$ cat src/rdtf_defines.svh
`ifndef RDTF_DEFINES_SVH
`define RDTF_DEFINES_SVH

// Register indices; byte address is four times the index
`define RDTF_IDX_VAL1      8'h25
`define RDTF_IDX_VAL2      8'h27
`define RDTF_IDX_OFS1      8'h70
`define RDTF_IDX_OFS2      8'h72
`define RDTF_IDX_FRAC      8'h77
`define RDTF_IDX_CFG5      8'h7c

// Field positions
`define RDTF_COMPAT_BIT    1
`define RDTF_FRAC1_LSB     2
`define RDTF_FRAC2_LSB     6

// Reset values
`define RDTF_OFS_RST       8'h00
`define RDTF_CFG5_RST      8'h00
`define RDTF_VAL_RST       8'h00

// Averaging
`define RDTF_AVG_COUNT     16
`define RDTF_AVG_SHIFT     4

// Codes and limits in quarter degrees
`define RDTF_FAULT_TWOS    8'h80
`define RDTF_FAULT_EXT     8'h00
`define RDTF_QMIN          14'sh3f00
`define RDTF_QMAX_TWOS     14'sh01ff
`define RDTF_QMAX_EXT      14'sh02ff
`define RDTF_EXT_BIAS      14'sh0100

`endif

$ cat src/rdtf_pkg.sv
package rdtf_pkg;

    typedef enum logic [1:0] {BIAS_I, BIAS_N1, BIAS_N2} rdtf_bias_t;

    typedef enum logic [1:0] {SEQ_BASE1, SEQ_MULT1, SEQ_BASE2, SEQ_MULT2} rdtf_seq_t;

    typedef struct packed {
        logic [7:0] val;
        logic [1:0] frac;
    } rdtf_res_t;

endpackage : rdtf_pkg

$ cat src/rdtf_remote_temp.sv
// Added by the designer: the APB slave port.
`include "rdtf_defines.svh"

module rdtf_remote_temp
    import rdtf_pkg::*;
#(
    parameter int AVG_N = `RDTF_AVG_COUNT
)
(
    // Clock and reset
    input  wire logic        pclk,
    input  wire logic        presetn,
    // APB slave
    input  wire logic        psel,
    input  wire logic        penable,
    input  wire logic        pwrite,
    input  wire logic [11:0] paddr,
    input  wire logic [31:0] pwdata,
    input  wire logic [3:0]  pstrb,
    output logic      [31:0] prdata,
    output logic             pready,
    output logic             pslverr,
    // Converter and bias control
    output logic             adc_start,
    input  wire logic        adc_valid,
    input  wire logic [9:0]  adc_data,
    output rdtf_bias_t       bias_sel,
    output logic             chan_sel,
    // Diode fault pins
    input  wire logic [1:0]  diode_fault
);

    ////////////////////////////////////////////////////////////////////////////////
    // Register bus decode

    function automatic logic hit(input logic [11:0] a, input logic [7:0] idx);
        return a == {2'b00, idx, 2'b00};
    endfunction : hit

    function automatic rdtf_bias_t bias_of(input rdtf_seq_t s);
        case (s)
            SEQ_MULT1: return BIAS_N1;
            SEQ_MULT2: return BIAS_N2;
            default:   return BIAS_I;
        endcase
    endfunction : bias_of

    logic      [31:0] prdata_r;
    logic             pready_r;
    logic             pslverr_r;
    logic      [7:0]  ofs_r [2];
    logic      [7:0]  cfg_r;
    logic      [7:0]  vis_val_r [2];
    logic      [1:0]  vis_frac_r [2];
    logic      [7:0]  shd_val_r [2];
    logic      [1:0]  shd_frac_r [2];
    logic             frozen_r;
    logic             frozen_nxt;
    logic      [1:0]  seen_r;
    logic      [1:0]  seen_nxt;

    wire setup   = psel & ~penable;
    wire done    = psel & penable & pready_r;
    wire wr_done = done & pwrite & pstrb[0];
    wire rd_done = done & ~pwrite;
    wire h_v0    = hit(paddr, `RDTF_IDX_VAL1);
    wire h_v1    = hit(paddr, `RDTF_IDX_VAL2);
    wire h_o0    = hit(paddr, `RDTF_IDX_OFS1);
    wire h_o1    = hit(paddr, `RDTF_IDX_OFS2);
    wire h_fr    = hit(paddr, `RDTF_IDX_FRAC);
    wire h_cf    = hit(paddr, `RDTF_IDX_CFG5);
    wire mapped  = h_v0 | h_v1 | h_o0 | h_o1 | h_fr | h_cf;
    wire compat  = cfg_r[`RDTF_COMPAT_BIT];

    logic [7:0] frac_byte;
    logic [7:0] rd_byte;

    // Both channels' quarters in one byte
    assign frac_byte = {vis_frac_r[1], 2'b00, vis_frac_r[0], 2'b00};
    assign rd_byte   = h_v0 ? vis_val_r[0] :
                       h_v1 ? vis_val_r[1] :
                       h_o0 ? ofs_r[0] :
                       h_o1 ? ofs_r[1] :
                       h_fr ? frac_byte :
                       h_cf ? cfg_r : 8'h00;

    // Data captured at setup so the access phase never waits
    always_ff @(posedge pclk or negedge presetn)
    begin
        if (!presetn)
        begin
            prdata_r  <= 32'h0000_0000;
            pready_r  <= 1'b0;
            pslverr_r <= 1'b0;
        end
        else
        begin
            pready_r  <= setup;
            pslverr_r <= setup & ~mapped;
            if (setup)
                prdata_r <= (mapped & ~pwrite) ? {24'h00_0000, rd_byte} : 32'h0000_0000;
        end
    end

    assign prdata  = prdata_r;
    assign pready  = pready_r;
    assign pslverr = pslverr_r;

    always_ff @(posedge pclk or negedge presetn)
    begin
        if (!presetn)
        begin
            ofs_r[0] <= `RDTF_OFS_RST;
            ofs_r[1] <= `RDTF_OFS_RST;
            cfg_r    <= `RDTF_CFG5_RST;
        end
        else if (wr_done)
        begin
            if (h_o0)
                ofs_r[0] <= pwdata[7:0];
            if (h_o1)
                ofs_r[1] <= pwdata[7:0];
            if (h_cf)
                cfg_r <= pwdata[7:0];
        end
    end

    ////////////////////////////////////////////////////////////////////////////////
    // Freeze of the visible result registers

    // Freeze starts at setup so the returned fraction matches the frozen bytes
    wire fr_rd = setup & ~pwrite & h_fr;
    wire hold  = frozen_r | fr_rd;

    assign seen_nxt   = fr_rd ? 2'b00 : (seen_r | {rd_done & h_v1, rd_done & h_v0});
    assign frozen_nxt = fr_rd | (frozen_r & ~(&seen_nxt));

    always_ff @(posedge pclk or negedge presetn)
    begin
        if (!presetn)
        begin
            frozen_r <= 1'b0;
            seen_r   <= 2'b00;
        end
        else
        begin
            frozen_r <= frozen_nxt;
            seen_r   <= seen_nxt;
        end
    end

    ////////////////////////////////////////////////////////////////////////////////
    // Diode fault synchronisers

    logic [1:0] flt_m_r;
    logic [1:0] flt_s_r;

    generate
        for (genvar g = 0; g < 2; g++)
        begin : g_flt
            always_ff @(posedge pclk or negedge presetn)
            begin
                if (!presetn)
                begin
                    flt_m_r[g] <= 1'b0;
                    flt_s_r[g] <= 1'b0;
                end
                else
                begin
                    flt_m_r[g] <= diode_fault[g];
                    flt_s_r[g] <= flt_m_r[g];
                end
            end
        end
    endgenerate

    ////////////////////////////////////////////////////////////////////////////////
    // Bias sequencer and averaging

    rdtf_seq_t          st_r;
    rdtf_seq_t          st_nxt;
    rdtf_bias_t         bias_r;
    logic               ch_r;
    logic               start_r;
    logic               wait_r;
    logic               first_r;
    logic [4:0]         cnt_r;
    logic [9:0]         base1_r;
    logic [9:0]         mult1_r;
    logic [9:0]         base2_r;
    logic signed [16:0] acc_r;
    logic signed [16:0] acc_nxt;
    logic signed [10:0] dv1;
    logic signed [10:0] dv2;
    logic signed [12:0] tcyc;
    rdtf_res_t          fmt;

    wire adv  = adc_valid & wait_r;
    wire cyc  = adv & (st_r == SEQ_MULT2);
    wire last = cyc & (cnt_r == 5'(AVG_N - 1));

    // Base, N1, base, N2 in order
    always_comb
    begin
        st_nxt = st_r;
        if (adv)
        begin
            case (st_r)
                SEQ_BASE1: st_nxt = SEQ_MULT1;
                SEQ_MULT1: st_nxt = SEQ_BASE2;
                SEQ_BASE2: st_nxt = SEQ_MULT2;
                SEQ_MULT2: st_nxt = SEQ_BASE1;
                default:   st_nxt = SEQ_BASE1;
            endcase
        end
    end

    assign dv1     = $signed({1'b0, mult1_r}) - $signed({1'b0, base1_r});
    assign dv2     = $signed({1'b0, adc_data}) - $signed({1'b0, base2_r});
    assign tcyc    = ($signed({{2{dv1[10]}}, dv1}) <<< 1) - $signed({{2{dv2[10]}}, dv2});
    assign acc_nxt = acc_r + $signed({{4{tcyc[12]}}, tcyc});

    // Offset applied to the averaged value
    rdtf_format u_fmt (
        .temp_q (acc_nxt[`RDTF_AVG_SHIFT +: 13]),
        .offset (ofs_r[ch_r]),
        .compat (compat),
        .fault  (flt_s_r[ch_r]),
        .res    (fmt)
    );

    always_ff @(posedge pclk or negedge presetn)
    begin
        if (!presetn)
        begin
            st_r    <= SEQ_BASE1;
            bias_r  <= BIAS_I;
            first_r <= 1'b1;
            start_r <= 1'b0;
            wait_r  <= 1'b0;
        end
        else
        begin
            st_r    <= st_nxt;
            bias_r  <= bias_of(st_nxt);
            first_r <= 1'b0;
            start_r <= first_r | adv;
            wait_r  <= start_r | (wait_r & ~adv);
        end
    end

    always_ff @(posedge pclk or negedge presetn)
    begin
        if (!presetn)
        begin
            base1_r <= 10'h000;
            mult1_r <= 10'h000;
            base2_r <= 10'h000;
        end
        else if (adv)
        begin
            if (st_r == SEQ_BASE1)
                base1_r <= adc_data;
            if (st_r == SEQ_MULT1)
                mult1_r <= adc_data;
            if (st_r == SEQ_BASE2)
                base2_r <= adc_data;
        end
    end

    always_ff @(posedge pclk or negedge presetn)
    begin
        if (!presetn)
        begin
            acc_r <= 17'sh0_0000;
            cnt_r <= 5'h00;
            ch_r  <= 1'b0;
        end
        else if (cyc)
        begin
            acc_r <= last ? 17'sh0_0000 : acc_nxt;
            cnt_r <= last ? 5'h00 : cnt_r + 5'h01;
            ch_r  <= ch_r ^ last;
        end
    end

    always_ff @(posedge pclk or negedge presetn)
    begin
        if (!presetn)
        begin
            for (int i = 0; i < 2; i++)
            begin
                shd_val_r[i]  <= `RDTF_VAL_RST;
                shd_frac_r[i] <= 2'b00;
                vis_val_r[i]  <= `RDTF_VAL_RST;
                vis_frac_r[i] <= 2'b00;
            end
        end
        else
        begin
            if (last)
            begin
                shd_val_r[ch_r]  <= fmt.val;
                shd_frac_r[ch_r] <= fmt.frac;
            end
            if (!hold)
            begin
                vis_val_r  <= shd_val_r;
                vis_frac_r <= shd_frac_r;
            end
        end
    end

    assign adc_start = start_r;
    assign bias_sel  = bias_r;
    assign chan_sel  = ch_r;

    // Samples since last result, kept apart from the cycle counter
    logic [7:0] smp_cnt_r;

    always_ff @(posedge pclk or negedge presetn)
    begin
        if (!presetn)
            smp_cnt_r <= 8'h00;
        else if (last)
            smp_cnt_r <= 8'h00;
        else if (adv)
            smp_cnt_r <= smp_cnt_r + 8'h01;
    end
endmodule : rdtf_remote_temp

$ cat src/rdtf_format.sv
`include "rdtf_defines.svh"

module rdtf_format
    import rdtf_pkg::*;
(
    // Averaged result and settings
    input  wire logic signed [12:0] temp_q,
    input  wire logic        [7:0]  offset,
    input  wire logic               compat,
    input  wire logic               fault,
    // Formatted result
    output rdtf_res_t               res
);

    logic signed [13:0] sum;
    logic signed [13:0] lim_hi;
    logic signed [13:0] clp;
    logic signed [13:0] ext;
    logic        [9:0]  code;

    // Offset added, half degree per count
    assign sum    = {temp_q[12], temp_q} + {{5{offset[7]}}, offset, 1'b0};
    assign lim_hi = compat ? `RDTF_QMAX_TWOS : `RDTF_QMAX_EXT;
    assign clp    = (sum < `RDTF_QMIN) ? `RDTF_QMIN : ((sum > lim_hi) ? lim_hi : sum);
    assign ext    = clp + `RDTF_EXT_BIAS;
    // Twos complement keeps low ten bits
    assign code   = compat ? clp[9:0] : ext[9:0];

    assign res.val  = fault ? (compat ? `RDTF_FAULT_TWOS : `RDTF_FAULT_EXT) : code[9:2];
    assign res.frac = fault ? 2'b00 : code[1:0];

endmodule : rdtf_format

$ cat config.mk
export PLATFORM = sky130hd
export DESIGN_NAME = rdtf_remote_temp
export DESIGN_NICKNAME = d
export VERILOG_FILES = /design/src/rdtf_pkg.sv /design/src/rdtf_remote_temp.sv /design/src/rdtf_format.sv
export VERILOG_INCLUDE_DIRS = /design/src
export SDC_FILE = /design/constraint.sdc
export NUM_CORES = 1
export LEC_CHECK = 0
export BUFFER_PORTS_ARGS = -buffer_cell sky130_fd_sc_hd__buf_2
export CORE_MARGIN = 3
export CORE_UTILIZATION = 40
export CTS_CLUSTER_DIAMETER = 80
export DETAILED_ROUTE_END_ITERATION = 8
export PLACE_DENSITY = 0.69
export SKIP_CTS_REPAIR_TIMING = 1
export SYNTH_ARGS = -nofsm -noshare
export SYNTH_HDL_FRONTEND = slang
export SYNTH_SLANG_ARGS = --single-unit
$ cat constraint.sdc
create_clock -name pclk -period 6.5 [get_ports pclk]
set_input_delay 0.65 -clock pclk [delete_from_list [all_inputs] [get_ports pclk]]
set_output_delay 0.65 -clock pclk [all_outputs]
set_load 0.02 [all_outputs]
### Yosys cells after proc, flatten, opt, wreduce, memory -nomap -nowiden

Index checks and enable logic that the tools add are counted.

* add/sub/neg operators: 7
* order comparisons: 5
* eq/ne operators: 12
* mux-type cells: 31
* bitwise gates (word level): 34
* reductions and logical operators: 9

Operators with widths (count)
* $mux W8: 13
* $eq A12 B9 Y1 const B: 4
* $mux W10: 4
* $eq A12 B8 Y1 const B: 2
* $sub A10 B10 Y11: 2
* $add A17 B13 Y17: 1
* $and A1 B1 Y1: 17
* $mux W17: 1
* $bwmux W16: 1
* $add A13 B9 Y14: 1
* $gt A14 B11 Y1: 1
* $lt A14 B9 Y1 const B: 1
* $reduce_and A2 Y1: 7
* $sub A12 B11 Y13: 1
* $add A10 B10 Y10 const B: 1
* $or A1 B1 Y1: 9
* $demux W8 S1: 1
* $mux W2: 4
* $pmux W2 S4: 1
* $eq A2 B2 Y1 const B: 3
* $add A5 B1 Y5 const B: 1
* $eq A5 B4 Y1 const B: 1
* $mux W5: 1
* $not A1 Y1: 5
* 13 further kinds: 15

* register bits: 165
* bits of input ports: 66
* output and inout port bits: 38
* logic and storage cells: 129

### Logic depth before layout (Yosys ltp)

Gate-level depths: netlist (run 1).

* word-level depth: 12
* mapped depth: 32
* depth with buffers taken out: 32

### By module

Synthesis (run 1) repeated with hierarchy kept, for this count alone.

* cell total of the unflattened synthesis: 861
* area total of the unflattened synthesis: 8957.3 um2

Modules (own cells, without submodules)
* rdtf_remote_temp: instances 1, cells each 744, area an instance 8115.3 um2
* rdtf_format: instances 1, cells each 117, area an instance 842.1 um2

### Least setup slack after synthesis (run 1)

No wires, ideal clock.

* path type: input port to flip-flop
* start point: input port adc_data[0]
* end point: register shd_val_r[15] (netlist bit)
* library setup time: 0.082 ns
* arrival: 6.396 ns
* setup slack: 0.022 ns
* stages: 30
* path buffers: 1
* cells stage by stage: inv_1 ha_1 inv_1 fa_1 a21oi_1 o221ai_1 o41ai_1 o21ai_0 inv_1 fa_1 inv_1 ha_1 nand3_1 nand2_1 a41o_1 nor2_1 xnor2_1 ha_1 clkbuf_1 nand2_1 o31ai_1 xor2_1 ha_1 nand4_1 nor2_1 and4_1 a31oi_1 o31a_1 o211ai_1 a31oi_1

* longest elaborated chain between the ends: 11
* elaborated cells between the ends (all ways): 12

RTL lines
* start, declared: RTL line rdtf_remote_temp.sv:26 `input wire logic [9:0] adc_data,`
* $sub A10 B10 Y11 *: RTL line rdtf_remote_temp.sv:219 `assign dv2 = $signed({1'b0, adc_data}) - $signed({1'b0, base2_r});`
* $sub A12 B11 Y13 *: RTL line rdtf_remote_temp.sv:220 `assign tcyc = ($signed({{2{dv1[10]}}, dv1}) <<< 1) - $signed({{2{dv2[10]}}, dv2});`
* $add A17 B13 Y17 *: RTL line rdtf_remote_temp.sv:221 `assign acc_nxt = acc_r + $signed({{4{tcyc[12]}}, tcyc});`
* $add A13 B9 Y14 *: RTL line rdtf_format.sv:22 `assign sum = {temp_q[12], temp_q} + {{5{offset[7]}}, offset, 1'b0};`
* $gt A14 B11 Y1: RTL line rdtf_format.sv:24 `` assign clp = (sum < `RDTF_QMIN) ? `RDTF_QMIN : ((sum > lim_hi) ? lim_hi : sum); ``
* $mux W10: RTL line rdtf_format.sv:24
* $mux W10 *: RTL line rdtf_format.sv:24
* $add A10 B10 Y10 (no source line)
* $mux W10 *: RTL line rdtf_format.sv:27 `assign code = compat ? clp[9:0] : ext[9:0];`
* $mux W8 *: RTL line rdtf_format.sv:29 `` assign res.val = fault ? (compat ? `RDTF_FAULT_TWOS : `RDTF_FAULT_EXT) : code[9:2]; ``
* $bwmux W16 *: RTL line rdtf_remote_temp.sv:303 `shd_val_r[ch_r] <= fmt.val;`
* end signal, assigned by index: RTL line rdtf_remote_temp.sv:293 `` shd_val_r[i] <= `RDTF_VAL_RST; ``
* end signal, assigned by index: RTL line rdtf_remote_temp.sv:303
* end, declared: RTL line rdtf_remote_temp.sv:55 `logic [7:0] shd_val_r [2];`

Mark *: on every way between the ends. The rest lies on a longest branch, timed or not.
A chain may end at the register's enable or synchronous reset.

### Final worst setup path (run 1)

* start point: register base2_r[1]
* end point: register shd_val_r[7] (netlist bit)

* longest elaborated chain between the ends: 11
* elaborated cells between the ends (all ways): 12

RTL lines
* start, declared: RTL line rdtf_remote_temp.sv:190 `logic [9:0] base2_r;`
* start signal, assigned: RTL line rdtf_remote_temp.sv:267 `base2_r <= adc_data;`
* $sub A10 B10 Y11 *: RTL line rdtf_remote_temp.sv:219
* $sub A12 B11 Y13 *: RTL line rdtf_remote_temp.sv:220
* $add A17 B13 Y17 *: RTL line rdtf_remote_temp.sv:221
* $add A13 B9 Y14 *: RTL line rdtf_format.sv:22
* $gt A14 B11 Y1: RTL line rdtf_format.sv:24
* $mux W10: RTL line rdtf_format.sv:24
* $mux W10 *: RTL line rdtf_format.sv:24
* $add A10 B10 Y10 (no source line)
* $mux W10 *: RTL line rdtf_format.sv:27
* $mux W8 *: RTL line rdtf_format.sv:29
* $bwmux W16 *: RTL line rdtf_remote_temp.sv:303

Marked as above.

==> results.yml, run 1 <==
worst_setup_path:
  endpoint_kind: "register"
  r2r-start: "base2_r[1]$_DFFE_PN0P_"
  timing.critical_path.slowest_cell_delay_ns: 0.51
  crit_arrival_ns: 6.70
  r2r_setup_slack_ns: 0.08
  path_buf_inv: 4
  critical_path_class: "reg -> reg"
  cp.required_ns: 6.77
  critPathMaxFanout: 5
  slowest_stage: "fa_1"
  path_delay_family: "compound AO/OA/AOI/OAI gates"
  critPathLaunchType: "register"
  worstReg2RegEnd: "shd_val_r[7]$_DFFE_PN0P_"
  rr_worst_depth: 32
floorplanning:
  fp.dieW_um: 152
  core_um2: 20600
  dieArea_um2: 23200
  ios: 104
  row_count: 52
  start_util: 0.415
  dieHeight_um: 152
global_routing:
  antenna_found_initial: 0
  grt_max_degree: 80
  grt_pass1_wl_mm: 31.6
  grt_pass1_vias: 6446
  gr-total-overflow: 0
  grt_use_total: 0.163
sta:
  fmax_mhz: 156
  finalSetupTns_ns: 0
  drv_slew: 0
  rsz0062_at_grt: "true"
  finalSetupViolCount: 0
  worst_pin_slew_ns: 1.11
  hold_viol_final: 0
  finClkSkew_ns: 0.0124
  min_period_ns: 6.42
  maxSlewHeadroom: 0.255
  fin_crit_sh: 0.988
flow_run:
  drv_cap: 0
route:
  wl_mm: 19.6
  drc: 0
  drtPass1Iterations: 5
  vias: 6474
  drt_iter0_markers: 318
  ant_nets: 0
  vias_per_cell: 5.15
  wl_per_cell_um: 15.6
yosys:
  synth_area_leaders: "dfrtp_1 41%, mux2_2 11%, ha_1 8.6%"
  synth_area_um2: 8550
  synth_top_area_frac: 0.410
  ys_warn_count: 0
  synth_seq_area_share: 0.413
  postSynth.asyncResetShare: 1.00
  yosysMostFrequentCell: "dfrtp_1"
  netlist_instances: 820
  ys.flop_type: "dfrtp_1"
  ys_seq_elements: 141
  postSynthAreaPerCell_um2: 10.4
  synth_top_area_cell: "dfrtp_1"
  synth_edf_count: 0
  netlist_top_cells_count: "140 x dfrtp_1, 92 x inv_1, 84 x mux2_2"
  synth_cell_types: 64
placement:
  port_buffers: 52
  dp_hpwl_mm: 13.6
  gp_congestion: 0.826
min_path:
  hp-class: "in -> async"
clock_network:
  clock_latency_ns: 0.43
  cts_sinks: 141
  clock-root-buffer: "clkbuf_16"
  htreeDepth: 4
  cts_tree: "done"
  clk_path_buf_depth: 2
  cts_made_buffers: 17
  cts.reportedPaths.clkPinSlew_ns: 0.06
layout:
  fin_nets: 1117
  final_util: 0.519
  fillers: 1763
  multi_input_area_um2: 4870
  drive_above_1_share: 0.338
  area_growth_pct: 25.3
  diodes: 0
  regArea_um2: 3530
status:
  status: "finished clean"
## per-layer routing
layer,wire (µm),global-route usage,part of all wire,up-vias
li1,-,-,-,3172
met1,8960,0.218,0.46,3175
met2,9700,0.271,0.49,107
met3,661,0.0329,0.034,20
met4,274,0.0454,0.014,0
met5,0,0,0,-
## flip-flops by register name (all words and copies together) (netlist names), 4 cells and up
name / flops
frac_byte: 4
base2_r: 10
cfg_r: 8
mult1_r: 10
vis_val_r: 16
acc_r: 17
ofs_r: 16
shd_val_r: 16
prdata: 8
cnt_r: 5
base1_r: 10
shd_frac_r: 4
## logic make-up after synthesis
group	count (synthesis)	share of synthesized area
xor+xnor	33	0.0338
fa+ha+maj	78	0.131
other cells	1	0.000438
mux	87	0.114
compound gates	168	0.136
buf+inv	134	0.0698
flops	141	0.413
simple gates	178	0.102
## stage by stage
step           instance area, µm²  setup WS, ns  instances  hold slack, ns
2_1_floorplan                8640        0.0216        844           0.331
3_3_place_gp                 9690        -0.435       1217           0.334
3_5_place_dp                 9690        -0.570       1217           0.337
4_1_cts                     10300        -0.313       1249           0.289
5_1_grt                     10700        -0.218       1256           0.316
6_report                    10700        0.0788       1256           0.264
## area by class of cell
cell class,instances,area share
multi-input combinational,569,0.455
tap,270,0.0315
clock buffer,17,0.0397
inverter,92,0.0322
clock inverter,15,0.0161
timing repair buffer,152,0.0960
sequential,141,0.329
## how the worst max path moves through the flow
stage	slack, ns	to	cells after the start	startpoint
after detailed placement	-0.57	shd_val_r[2]$_DFFE_PN0P_	34	adc_data[1]
after floorplan	0.02	shd_val_r[15]$_DFFE_PN0P_	30	adc_data[0]
after CTS	-0.31	shd_val_r[10]$_DFFE_PN0P_	34	base2_r[1]$_DFFE_PN0P_
after global routing	-0.22	shd_val_r[7]$_DFFE_PN0P_	35	base2_r[1]$_DFFE_PN0P_
after global placement	-0.44	shd_val_r[2]$_DFFE_PN0P_	34	adc_data[1]
final	0.08	shd_val_r[7]$_DFFE_PN0P_	32	base2_r[1]$_DFFE_PN0P_
## cell usage in the layout (no fill, tap or decap), types with 6 or more instances in the layout
cell / n
buf_2: 51
a22o_1: 20
o31ai_1: 6
o22ai_1: 19
inv_1: 89
ha_4: 7
conb_1: 25
a22oi_1: 7
a21o_1: 8
nor2_1: 44
clkbuf_16: 17
mux2_2: 84
ha_1: 52
a222oi_1: 7
inv_8: 6
nand2b_1: 6
nand2_1: 47
o21ai_0: 15
nor3_1: 10
fa_1: 18
xor2_1: 11
xnor2_1: 19
nand3_1: 21
a21oi_1: 25
buf_4: 97
dfrtp_1: 140
Power of run 1 is left out: the tool's default activity adds up to more than one toggle a clock period on the data nets, which glitch-free logic cannot reach.
==> run 2: changes to the inputs <==
--- a/config.mk
+++ b/config.mk
@@ -11,7 +11,7 @@
 export CORE_UTILIZATION = 40
 export CTS_CLUSTER_DIAMETER = 80
 export DETAILED_ROUTE_END_ITERATION = 8
-export PLACE_DENSITY = 0.69
+export PLACE_DENSITY = 0.66
 export SKIP_CTS_REPAIR_TIMING = 1
 export SYNTH_ARGS = -nofsm -noshare
 export SYNTH_HDL_FRONTEND = slang
==> results.yml, run 2 (synthesis gave the netlist of run 1 again) <==
route:
  drt-met1-wl_mm: 8.67
  wl_mm: 19.1
  routed-wl-met3_um: 768
  drtPass1Iterations: 5
  met2WireLength_mm: 9.25
  ant_nets: 0
  drt_iter0_markers: 414
  vias_per_cell: 5.20
  drc: 0
  wl_per_cell_um: 15.4
  routed.top_layer: "met4"
  vias: 6449
placement:
  dp_hpwl_mm: 13.7
  gp_congestion: 0.812
  port_buffers: 52
  dp_cells: 1202
worst_setup_path:
  timing.critical_path.slowest_cell_delay_ns: 0.48
  cp.required_ns: 6.80
  endpoint_kind: "register"
  rr_worst_depth: 30
  cpMostUsedCell: "buf_4"
  critical_path_class: "reg -> reg"
  crit_arrival_ns: 6.65
  slowest_stage: "fa_1"
  critPathLaunchType: "register"
  critPathMaxFanout: 7
layout:
  drive_above_1_share: 0.310
  fin_nets: 1102
  regMostFlops: "acc_r"
  multi_input_area_um2: 4750
  fillers: 1847
  layout.cells.non_filler: 1241
  diodes: 0
  area_growth_pct: 22.1
  largest_register_ffs: 17
  layout_commonest_cell: "dfrtp_1"
  regArea_um2: 3530
  final_cell_mix: "140 x dfrtp_1, 89 x inv_1, 85 x buf_4, 84 x mux2_2"
global_routing:
  grt_max_degree: 72
  grt_pass1_wl_mm: 31.7
  grt_use_total: 0.166
  grt_pass1_vias: 6555
  antenna_found_initial: 0
  gr-total-overflow: 0
sta:
  hold_viol_final: 0
  finClkSkew_ns: 0.00825
  worst_pin_slew_ns: 1.18
  fin_crit_sh: 0.977
  maxSlewHeadroom: 0.209
  rsz0062_at_grt: "true"
  finalSetupViolCount: 0
  fmax_mhz: 157
  drv_slew: 0
  min_period_ns: 6.35
floorplanning:
  row_count: 52
  start_util: 0.415
  core_um2: 20600
  ios: 104
  dieArea_um2: 23200
  fp.dieW_um: 152
  dieHeight_um: 152
clock_network:
  clock-root-buffer: "clkbuf_16"
  clock_latency_ns: 0.43
  clk_path_buf_depth: 2
  cts_made_buffers: 17
  cts_tree: "done"
  cts.reportedPaths.clkPinSlew_ns: 0.07
  htreeDepth: 4
  cts_sinks: 141
flow_run:
  drv_cap: 0
status:
  status: "finished clean"
min_path:
  hp-class: "in -> async"
-- run 2: critical path: cells and delay by family, from the launching register on --
| family | cells | cell delay [ns] |
|---|---|---|
| XOR/XNOR | 2 | 0.32 |
| AO/OA/AOI/OAI | 13 | 2.34 |
| AND/OR/NAND/NOR | 4 | 0.59 |
| buffers and inverters | 5 | 0.63 |
| adder cells (fa/ha/maj) | 6 | 1.94 |
| flip-flops | 1 | 0.38 |
-- run 2: per-stage QoR --
| step | setup WS, ns | util | area, µm² | hold WS, ns | setup TNS, ns |
|---|---|---|---|---|---|
| finish | 0.149 | 0.506 | 10400 | 0.238 | 0 |
| floorplan | 0.0216 | - | 8640 | 0.331 | 0 |
| CTS | -0.243 | 0.492 | 10200 | 0.269 | -3.23 |
| global route | -0.238 | 0.506 | 10400 | 0.286 | -3.93 |
| global placement | -0.447 | 0.465 | 9580 | 0.334 | -7.18 |
| detailed placement | -0.560 | 0.465 | 9580 | 0.338 | -9.52 |
-- run 2: per-layer routing --
| layer | global-route usage | vias up |
|---|---|---|
| met2 | 0.271 | 131 |
| met5 | 0 | - |
| li1 | - | 3127 |
| met3 | 0.0318 | 23 |
| met4 | 0.0578 | 0 |
| met1 | 0.222 | 3168 |
-- run 2: final cells by class --
| class | instances | area share |
|---|---|---|
| tap | 270 | 0.0324 |
| clock inverter | 15 | 0.0143 |
| clock buffer | 17 | 0.0407 |
| multi-input combinational | 569 | 0.455 |
| inverter | 92 | 0.0331 |
| timing repair buffer | 137 | 0.0866 |
| sequential | 141 | 0.338 |
-- run 2: path summary, 6_finish.rpt --
| check | startpoint | end | slack, ns |
|---|---|---|---|
| worst max-delay path | mult1_r[0]$_DFFE_PN0P_ | shd_val_r[2]$_DFFE_PN0P_ | 0.15 |
| worst min-delay path | presetn | base2_r[1]$_DFFE_PN0P_ | 0.24 |
| worst max register to register | mult1_r[0]$_DFFE_PN0P_ | shd_val_r[2]$_DFFE_PN0P_ | 0.15 |
| worst min register to register | flt_m_r[0]$_DFF_PN0_ | flt_s_r[0]$_DFF_PN0_ | 0.35 |
| max in group asynchronous | presetn | shd_val_r[5]$_DFFE_PN0P_ | 4.92 |
| min in group pclk | diode_fault[0] | flt_m_r[0]$_DFF_PN0_ | 0.33 |
Power of run 2 is left out for the same reason.
